<file path="src/rtl/flash_susp_pkg.sv">
// How it works
// (RL1) Mode zero data erase: acknowledge sets suspend request
// (RL2) Erase halts after suspend latency, then suspended
// (RL3) Without irq enable, handler writes request bit
// (RL4) While suspended, all other blocks stay accessible
// (RL5) Writing request zero resumes the suspended erase
// (RL6) Mode zero data flash: interrupts run concurrently
// (RL7) Program ROM erase: interrupt vectors held in RAM
// (RL8) No trap or break instructions during ROM rewrite
// (RL9) Mode one ROM: suspend before handler runs
// (RL10) Mode one ROM, no suspend: interrupts wait
// (RL11) Suspended state readable by software
package flash_susp_pkg;

    // ****************************************
    // Clock and timing
    // ****************************************
    localparam int CLK_PERIOD_NS      = 8;
    localparam int SUSPEND_LATENCY_NS = 1000;
    localparam int ERASE_TIME_NS      = 20000;
    localparam int PROG_TIME_NS       = 2000;
    localparam int CNT_W              = 12;
    // Least times round up to whole cycles
    localparam logic [CNT_W-1:0] SUSPEND_LATENCY_CYC = CNT_W'(
        (SUSPEND_LATENCY_NS + CLK_PERIOD_NS - 1) / CLK_PERIOD_NS);
    localparam logic [CNT_W-1:0] ERASE_CYC = CNT_W'(
        (ERASE_TIME_NS + CLK_PERIOD_NS - 1) / CLK_PERIOD_NS);
    localparam logic [CNT_W-1:0] PROG_CYC = CNT_W'(
        (PROG_TIME_NS + CLK_PERIOD_NS - 1) / CLK_PERIOD_NS);

    // ****************************************
    // Register map
    // ****************************************
    localparam logic [7:0] CTRL_OFS   = 8'h00;
    localparam logic [7:0] CMD_OFS    = 8'h04;
    localparam logic [7:0] STATUS_OFS = 8'h08;

    // Control register fields
    localparam int ERASE_SUSPEND_REQUEST_BIT = 0;
    localparam int IRQ_SUSPEND_ENABLE_BIT    = 1;
    localparam int SUSPEND_ALLOW_BIT         = 2;
    localparam int REWRITE_MODE_ONE_BIT      = 3;
    localparam int TARGET_ROM_BIT            = 4;
    localparam logic [4:0] CTRL_RESET        = 5'h00;

    // Command register fields
    localparam int CMD_ERASE_BIT = 0;
    localparam int CMD_PROG_BIT  = 1;
    localparam int BLOCK_LSB     = 8;
    localparam int BLOCK_W       = 4;

    // Status register fields
    localparam int ST_BUSY_BIT      = 0;
    localparam int ST_ERASE_BIT     = 1;
    localparam int ST_PROG_BIT      = 2;
    localparam int ST_SUS_WAIT_BIT  = 3;
    localparam int ST_SUSPENDED_BIT = 4;
    localparam int ST_IRQ_HOLD_BIT  = 5;

    // ****************************************
    // Sequencer states
    // ****************************************
    typedef enum logic [2:0] {
        ST_IDLE      = 3'b000,
        ST_ERASE     = 3'b001,
        ST_PROG      = 3'b010,
        ST_SUS_WAIT  = 3'b011,
        ST_SUSPENDED = 3'b100
    } seq_state_t;

endpackage : flash_susp_pkg

</file>
<file path="src/rtl/cycle_timer.sv">
`timescale 1ns/100ps
module cycle_timer
    import flash_susp_pkg::*;
(
    // Clock and reset
    input  wire logic             pclk,
    input  wire logic             presetn,
    // Control
    input  wire logic             load,
    input  wire logic [CNT_W-1:0] load_value,
    input  wire logic             run,
    // Status
    output logic                  done
);

    logic [CNT_W-1:0] count;

    assign done = (count == '0);

    // Down counter, holds while run is low
    always_ff @(posedge pclk or negedge presetn) begin
        if (!presetn) begin
            count <= '0;
        end else if (load) begin
            count <= load_value;
        end else if (run && !done) begin
            count <= count - 1'b1;
        end
    end

endmodule : cycle_timer

</file>
<file path="src/rtl/flash_erase_suspend_control.sv">
// Implementation choices: the APB interface to the registers and the address map.
`timescale 1ns/100ps
module flash_erase_suspend_control
    import flash_susp_pkg::*;
(
    // Clock and reset
    input  wire logic                 pclk,
    input  wire logic                 presetn,
    // APB slave
    input  wire logic                 psel,
    input  wire logic                 penable,
    input  wire logic                 pwrite,
    input  wire logic [7:0]           paddr,
    input  wire logic [31:0]          pwdata,
    output logic      [31:0]          prdata,
    output logic                      pready,
    output logic                      pslverr,
    // Interrupt controller side
    input  wire logic                 irq_pending,
    input  wire logic                 irq_ack,
    output logic                      irq_hold,
    // CPU flash access check
    input  wire logic                 acc_valid,
    input  wire logic [BLOCK_W-1:0]   acc_block,
    output logic                      acc_allow,
    // Sequencer state
    output logic                      flash_busy,
    output logic                      flash_suspended
);
    import flash_susp_pkg::*;

    // ****************************************
    // Storage
    // ****************************************
    seq_state_t         state;
    seq_state_t         next_state;
    logic               erase_suspend_request;
    logic               irq_suspend_enable;
    logic               suspend_allow;
    logic               rewrite_mode_one;
    logic               target_rom;
    logic [BLOCK_W-1:0] op_block;

    // ****************************************
    // APB decode
    // ****************************************
    wire access    = psel && penable && !pready;
    wire wr        = access && pwrite;
    wire hit_ctrl  = (paddr == CTRL_OFS);
    wire hit_cmd   = (paddr == CMD_OFS);
    wire hit_stat  = (paddr == STATUS_OFS);
    wire unmapped  = !(hit_ctrl || hit_cmd || hit_stat);
    wire wr_ctrl   = wr && hit_ctrl;
    wire wr_cmd    = wr && hit_cmd;

    // ****************************************
    // Sequencer conditions
    // ****************************************
    wire is_idle      = (state == ST_IDLE);
    wire is_erase     = (state == ST_ERASE);
    wire is_prog      = (state == ST_PROG);
    wire is_sus_wait  = (state == ST_SUS_WAIT);
    wire is_suspended = (state == ST_SUSPENDED);
    wire start_erase  = wr_cmd && is_idle && pwdata[CMD_ERASE_BIT];
    wire start_prog   = wr_cmd && is_idle && !pwdata[CMD_ERASE_BIT]
                        && pwdata[CMD_PROG_BIT];
    wire mode_zero_df = !rewrite_mode_one && !target_rom;
    wire mode_one_rom = rewrite_mode_one && target_rom;
    wire susp_path    = suspend_allow && irq_suspend_enable;

    // Hardware requests a suspend from an interrupt
    wire hw_susp_set  = is_erase && susp_path
                        && ((mode_zero_df && irq_ack)         // RL1
                        || (mode_one_rom && irq_pending));    // RL9

    // Interrupts wait while mode one ROM is rewritten; taken from the
    // next state so hold drops together with suspend entry or the end
    wire next_running  = (next_state != ST_IDLE)
                         && (next_state != ST_SUSPENDED);
    wire next_irq_hold = mode_one_rom && next_running
                         && irq_pending;                      // RL9 RL10

    // Software write of the request bit; hardware set wins
    wire sw_req_val   = pwdata[ERASE_SUSPEND_REQUEST_BIT];
    wire next_request = hw_susp_set ? 1'b1                   // RL1
                      : wr_ctrl     ? sw_req_val             // RL3 RL5
                      : erase_suspend_request;

    // Timers
    logic op_done;
    logic lat_done;
    wire  op_load  = start_erase || start_prog;
    wire  [CNT_W-1:0] op_len = start_erase ? ERASE_CYC : PROG_CYC;
    wire  lat_load = is_erase && erase_suspend_request;

    // Access gate: all blocks locked while running, only the interrupted block while suspended
    wire next_acc_allow = acc_valid && (is_idle
                          || (is_suspended
                              && acc_block != op_block));     // RL4

    // ****************************************
    // Read mux
    // ****************************************
    wire [31:0] ctrl_rd = {27'h000_0000, target_rom, rewrite_mode_one,
                           suspend_allow, irq_suspend_enable,
                           erase_suspend_request};
    wire [31:0] cmd_rd  = {20'h0_0000, op_block, 8'h00};
    wire [31:0] stat_rd = {16'h0000, op_block, 6'h00,
                           irq_hold, is_suspended,
                           is_sus_wait, is_prog,
                           is_erase, !is_idle};              // RL11
    wire [31:0] rd_mux  = hit_ctrl ? ctrl_rd
                        : hit_cmd  ? cmd_rd
                        : hit_stat ? stat_rd
                        : 32'h0000_0000;

    // ****************************************
    // Timers
    // ****************************************
    // Operation length, frozen while suspending or suspended
    cycle_timer u_op_timer (
        .pclk       (pclk),
        .presetn    (presetn),
        .load       (op_load),
        .load_value (op_len),
        .run        (is_erase || is_prog),
        .done       (op_done)
    );

    // Suspend latency after the request is seen
    cycle_timer u_lat_timer (
        .pclk       (pclk),
        .presetn    (presetn),
        .load       (lat_load),
        .load_value (SUSPEND_LATENCY_CYC),
        .run        (is_sus_wait),
        .done       (lat_done)
    );

    // ****************************************
    // Next state
    // ****************************************
    always_comb begin
        next_state = state;
        case (state)
            ST_IDLE: begin
                if (start_erase) begin
                    next_state = ST_ERASE;
                end else if (start_prog) begin
                    next_state = ST_PROG;
                end
            end
            ST_ERASE: begin
                // Concurrent handling: erase just carries on
                if (erase_suspend_request) begin
                    next_state = ST_SUS_WAIT;                 // RL2
                end else if (op_done) begin
                    next_state = ST_IDLE;                     // RL6
                end
            end
            ST_PROG: begin
                if (op_done) begin
                    next_state = ST_IDLE;                     // RL6 RL10
                end
            end
            ST_SUS_WAIT: begin
                if (lat_done) begin
                    next_state = ST_SUSPENDED;                // RL2
                end
            end
            ST_SUSPENDED: begin
                if (!erase_suspend_request) begin
                    next_state = ST_ERASE;                    // RL5
                end
            end
            default: begin
                next_state = ST_IDLE;
            end
        endcase
    end

    // ****************************************
    // State and control registers
    // ****************************************
    always_ff @(posedge pclk or negedge presetn) begin
        if (!presetn) begin
            state <= ST_IDLE;
        end else begin
            state <= next_state;
        end
    end

    // Control bits
    always_ff @(posedge pclk or negedge presetn) begin
        if (!presetn) begin
            {target_rom, rewrite_mode_one, suspend_allow,
             irq_suspend_enable} <= CTRL_RESET[4:1];
            erase_suspend_request <= CTRL_RESET[0];
        end else begin
            erase_suspend_request <= next_request;
            if (wr_ctrl) begin
                irq_suspend_enable <= pwdata[IRQ_SUSPEND_ENABLE_BIT];
                suspend_allow      <= pwdata[SUSPEND_ALLOW_BIT];
                rewrite_mode_one   <= pwdata[REWRITE_MODE_ONE_BIT];
                target_rom         <= pwdata[TARGET_ROM_BIT];
            end
        end
    end

    // Block under operation
    always_ff @(posedge pclk or negedge presetn) begin
        if (!presetn) begin
            op_block <= '0;
        end else if (op_load) begin
            op_block <= pwdata[BLOCK_LSB +: BLOCK_W];
        end
    end

    // ****************************************
    // APB answer, one wait state
    // ****************************************
    always_ff @(posedge pclk or negedge presetn) begin
        if (!presetn) begin
            pready  <= 1'b0;
            pslverr <= 1'b0;
            prdata  <= 32'h0000_0000;
        end else begin
            pready  <= access;
            pslverr <= access && unmapped;
            prdata  <= (access && !pwrite) ? rd_mux : 32'h0000_0000;
        end
    end

    // ****************************************
    // Registered outputs
    // ****************************************
    always_ff @(posedge pclk or negedge presetn) begin
        if (!presetn) begin
            irq_hold        <= 1'b0;
            acc_allow       <= 1'b0;
            flash_busy      <= 1'b0;
            flash_suspended <= 1'b0;
        end else begin
            irq_hold        <= next_irq_hold;
            acc_allow       <= next_acc_allow;
            flash_busy      <= (next_state != ST_IDLE);
            flash_suspended <= (next_state == ST_SUSPENDED);  // RL11
        end
    end

endmodule : flash_erase_suspend_control

</file>
<file path="config.mk">
export PLATFORM = sky130hd
export DESIGN_NAME = flash_erase_suspend_control
export DESIGN_NICKNAME = d
export VERILOG_FILES = /design/src/rtl/flash_susp_pkg.sv /design/src/rtl/cycle_timer.sv /design/src/rtl/flash_erase_suspend_control.sv
export SDC_FILE = /design/constraint.sdc
export NUM_CORES = 1
export LEC_CHECK = 0
export ABC_AREA = 0
export BUFFER_PORTS_ARGS = -buffer_cell sky130_fd_sc_hd__buf_2
export CAP_MARGIN = 30
export CORE_MARGIN = 8
export CORE_UTILIZATION = 39
export CTS_CLUSTER_DIAMETER = 40
export DETAILED_ROUTE_END_ITERATION = 8
export GPL_TIMING_DRIVEN = 1
export HOLD_SLACK_MARGIN = 0.05
export PLACE_DENSITY_LB_ADDON = 0.25
export SLEW_MARGIN = 40
export SYNTH_ARGS = -nofsm -noshare
export SYNTH_HDL_FRONTEND = slang
export SYNTH_HIERARCHICAL = 1
export SYNTH_SLANG_ARGS = --single-unit
</file>
<file path="constraint.sdc">
create_clock -name pclk -period 5.2 [get_ports pclk]
set_input_delay 1.3 -clock pclk [delete_from_list [all_inputs] [get_ports pclk]]
set_output_delay 1.3 -clock pclk [all_outputs]
set_load 0.1 [all_outputs]
</file>
* Yosys cells after proc, flatten, opt, wreduce, memory -nomap -nowiden *
Index checks and enable logic that the tools add are counted.
Widths: inputs -> output; s select.

storage, ports and cells
  flip-flop bits (word level) = 58
  input bits = 52
  logic and storage cells = 94

operators by class
  add/subtract/negate cells = 2
  eq/ne operators = 9
  multiplexer cells = 18
  reductions and logical operators = 49

operators with widths
  cell                   count
  $mux 16                4
  $mux 12                5
  $logic_and 1x1->1      26
  $logic_not 12->1       2
  $sub 12x1->12 const B  2
  $mux 3                 6
  $pmux 3 s5             1
  $logic_not 1->1        9
  $eq 8x3->1 const B     1
  $eq 8x4->1 const B     1
  $logic_not 8->1        1
  $eq 3x2->1 const B     2
  $eq 3x3->1 const B     2
  $logic_or 1x1->1       6
  $reduce_bool 2->1      3
  $ne 4x4->1             1
  $eq 3x1->1 const B     1
  $logic_not 3->1        1
  $ne 3x3->1 const B     1
  $reduce_bool 3->1      1
  $mux 1                 2

* Depth between registers and ports, before layout *
  depth after elaboration = 14
  gate-level depth with buffers = 9

* Hierarchy *
The synthesis kept the hierarchy.

by module, submodules not included
  module                       times used  cells each  area each (um^2)
  flash_erase_suspend_control  1           149         1602.8
  cycle_timer                  2           85          779.5

* Worst setup path before layout *
OpenSTA, ideal clock, no wires.

  path kind = input-to-reg
  start point = input paddr[3]
  end point = register u_op_timer.count[4]
  arrival time = 3375 ps
  required time = 5077 ps
  path slack = 1702 ps
  stages on the path = 9
  path buffers = 2
  cells stage by stage = buf_2 -> or4b_2 -> nor4_2 -> nor2b_1 -> clkbuf_1 -> clkinv_1 -> and3_2 -> a31oi_1 -> nand2_1

between the ends
  cells in the longest elaborated chain, start to end = 7
  elaborated cells between the ends (all ways) = 10
  those cells by class = 1 x eq/ne; 2 x mux; 7 x reduce/logical

ends and longest elaborated chain
  what                                                 RTL line                                                              source
  from (decl)                                          flash_erase_suspend_control.sv:13                                     input wire logic [7:0] paddr,
  $eq 8x3->1 *                                         flash_erase_suspend_control.sv:50                                     wire hit_cmd = (paddr == CMD_OFS);
  $logic_and 1x1->1 *                                  flash_erase_suspend_control.sv:54                                     wire wr_cmd = wr && hit_cmd;
  $logic_and 1x1->1 *                                  flash_erase_suspend_control.sv:64, flash_erase_suspend_control.sv:65
  $logic_and 1x1->1                                    flash_erase_suspend_control.sv:65                                     wire start_prog = wr_cmd && is_idle && !pwdata[CMD_ERASE_BIT]
  $logic_and 1x1->1                                    flash_erase_suspend_control.sv:66                                     && pwdata[CMD_PROG_BIT];
  $logic_or 1x1->1 *                                   flash_erase_suspend_control.sv:92                                     wire op_load = start_erase || start_prog;
  named net op_load                                    flash_erase_suspend_control.sv:92
  $mux 12 / $reduce_bool 2->1 (equally long branches)  -
  to (signal assigned)                                 cycle_timer.sv:25                                                     count <= load_value;
  to (signal assigned)                                 cycle_timer.sv:27                                                     count <= count - 1'b1;
  to (decl)                                            cycle_timer.sv:16                                                     logic [CNT_W-1:0] count;

Mark *: on every way through the listed nets, which the timed path passes. The rest lies on a longest branch.
A chain may end at the register's enable or synchronous reset.

* Worst setup path in the final report *
Ends and elaborated chain as after synthesis.

==> out/results.tsv <==
metric	value	unit
core	8050	µm²
setup.worst_path.end_class	register	
final_antenna_net_count	0	
synth-compound-area-share	11.4	%
synthXorXnorAreaFrac	2.49	%
period_share	64.5	%
port_buffers	48	
grt_pass1_wl	11.8	mm
powerDensity	220	nW/µm²
wire_per_inst	13.7	µm
yosysSeqAreaShare	44.3	%
ios	90	
r2r-end	u_op_timer/count[4]$_DFFE_PN0P_	
cts_tree	done	
syn_inst	319	
wl	6.74	mm
cts_max_level	2	
p_int	556	µW
fill_cells	762	
synth_area	3160	µm²
hp-class	reg2reg	
track_usage	12.7	%
yosys.area_share.simple	27.9	%
post-dp-hpwl	5.02	mm
vias	2439	
drt_iter0_drc	82	
start_util	39.3	%
synthDominantCellAreaShare	44.3	%
area_growth	14.4	%
peakVddDrop	0.105	mV
slew_headroom	60.2	%
grt_start_max_net_pins	57	
sequentialPowerShare	55.7	%
setup_viol	0	
synthMuxAreaShare	4.75	%
drv_cap	0	
synth_area_per_cell	9.91	µm²
antenna_cells	0	
crit_fanout	17	
dieArea	11200	µm²
synth_fa_ha_area_share	1.58	%
routed_via_density	4.98	
gp_congestion	0.810	
synth_warnings	6	
r2r-start	state[1]$_DFF_PN0_	
power.share.switching	30.2	%
hold_viol	0	
clk_pin_slew	0.11	ns
overflow	0	
worstPathRequired	5.41	ns
fin_setup_tns	0	ns
start_kind	input pin	
synth_cell_type_count	55	
worst_pin_slew	0.595	ns
rows	33	
firstDrtPassIters	4	
p_sw	240	µW
combPwrFrac	13.3	%
outcome	finished, final reports clean	
die_w	106	µm
post-place-ws	1.53	ns
crit_path_start	paddr[3]	
leakage	0.00168	µW
r2r_slack	2.51	ns
setup_ws	1.85	ns
numClockSinks	56	
cts_root_buffer	clkbuf_8	
maxSlewViolCount	0	
die_h	106	µm
path_class	in2reg	
drc	0	
nNetsFinal	440	
rsz0062_at_grt	no	
fmax	298	MHz
min_period	3.35	ns
clk-insertion-delay-late	0.32	ns
worstRegToRegCells	8	
ys_seq_elements	56	
antenna_found_initial	0	
synth-main-ff-cell	dfrtp_1	
cts_setup_buffers	0	
first_global_vias	2478	
yosysTopAreaCell	dfrtp_1	
clkPwrFrac	31.0	%
clockBufferDepth	2	
synth_edf_count	0	
synthTopCellsByArea	dfrtp_1 44%, buf_4 4.5%, nor2_1 3.8%, nor4_4 3.4%, nand2_1 3.1%	
synth_top_family_by_area	simple AND/OR/NAND/NOR gates	
ctsResizeCount	0	
drive_gt1_share	22.1	%
numCtsBuffers	5	
synthArstFlopShare	100	%
ctsHoldBuffers	0	
crit_arrival	3.56	ns
crit_end	u_op_timer/count[4]$_DFFE_PN0P_	
skew	0.0109	ns
stage by stage:
stage / power, µW / cells / util, % / instance area, µm² / hold slack [ns]
4_1_cts: 810 / 489 / 44.7 / 3600 / 0.526
2_1_floorplan: 541 / 352 / - / 3290 / 0.503
6_report: 796 / 490 / 44.9 / 3620 / 0.506
5_1_grt: 830 / 490 / 44.9 / 3620 / 0.543
3_5_place_dp: 556 / 481 / 43.5 / 3500 / 0.484
3_3_place_gp: 556 / 481 / 43.5 / 3500 / 0.468
cells by family after synthesis:
group | Yosys count
buffers and inverters | 42
xor gates and xnor gates | 9
and+or+nand+nor | 138
adders and majority gates | 4
DFF | 56
other | 2
muxes | 14
AOI/OAI and AO/OA | 54
power by group through the flow:
stage | combinational, µW | sequential (µW) | clock, µW
CTS | 104 | 444 | 261
global route | 113 | 445 | 272
global placement | 104 | 452 | 0
detailed placement | 104 | 452 | 0
finish | 106 | 444 | 246
floorplan | 83.3 | 458 | 0
critical path: stages:
cell	delay, ns
buf_2	0.17
or4b_2	0.69
nor4_2	0.23
nor2b_1	0.18
buf_4	0.22
clkinv_1	0.28
and3_2	0.29
a31oi_1	0.13
nand2_1	0.06
per-layer routing:
layer | vias up | GRT usage, % | part of all wire [%]
li1 | 1232 | - | -
met1 | 1150 | 15.3 | 44
met2 | 47 | 21.8 | 50
met3 | 10 | 2.60 | 4.1
met4 | 0 | 4.72 | 1.7
met5 | - | 0 | 0
layout by cell type, fill, tap and decap left out, types with 5 or more instances in the layout:
| cell | n |
|---|---|
| dfrtp_1 | 56 |
| buf_2 | 48 |
| conb_1 | 35 |
| nor2_1 | 32 |
| nand2_1 | 26 |
| inv_1 | 14 |
| a31oi_1 | 14 |
| a21oi_1 | 11 |
| and2_1 | 10 |
| mux2_2 | 8 |
| o21ai_0 | 7 |
| mux2i_1 | 6 |
| nor3_1 | 6 |
| nor3b_1 | 6 |
| nand4_1 | 5 |
| xor2_1 | 5 |
| nor4_4 | 5 |
| clkbuf_8 | 5 |
layout make-up:
class	count	area, µm²	share of cell area (%)
clock inverter	3	26.3	0.727
inverter	16	60.1	1.66
clock buffer	5	68.8	1.90
sequential	56	1400	38.8
tap	105	131	3.63
timing repair buffer	51	275	7.61
multi-input combinational	254	1650	45.7
registers in the layout, summed over array words and instances, names as in the netlist, 3 cells and up:
name and count:
u_op_timer/count 12, u_lat_timer/count 12, state 3, prdata 14, op_block 4
synth_stat cells (5+ instances only):
library cell and number:
dfrtp_1 56, nor2_1 32, nand2_1 26, buf_4 19, a31oi_1 14, inv_1 14
a21oi_1 11, and2_1 10, mux2_2 8, o21ai_0 7, mux2i_1 6, nor3_1 6
nor3b_1 6, clkbuf_1 5, nand4_1 5, nor4_4 5, xor2_1 5
worst min-delay path by stage:
stage | from | endpoint | slack [ns] | cells past startpoint
6_report | irq_hold$_DFF_PN0_ | prdata[5]$_DFF_PN0_ | 0.51 | 1
5_1_grt | irq_hold$_DFF_PN0_ | prdata[5]$_DFF_PN0_ | 0.54 | 1
4_1_cts | irq_hold$_DFF_PN0_ | prdata[5]$_DFF_PN0_ | 0.53 | 1
3_5_place_dp | irq_hold$_DFF_PN0_ | prdata[5]$_DFF_PN0_ | 0.48 | 1
3_3_place_gp | irq_hold$_DFF_PN0_ | prdata[5]$_DFF_PN0_ | 0.47 | 1
2_1_floorplan | suspend_allow$_DFFE_PN0P_ | suspend_allow$_DFFE_PN0P_ | 0.50 | 1
Power figures use the tool's default switching activity.
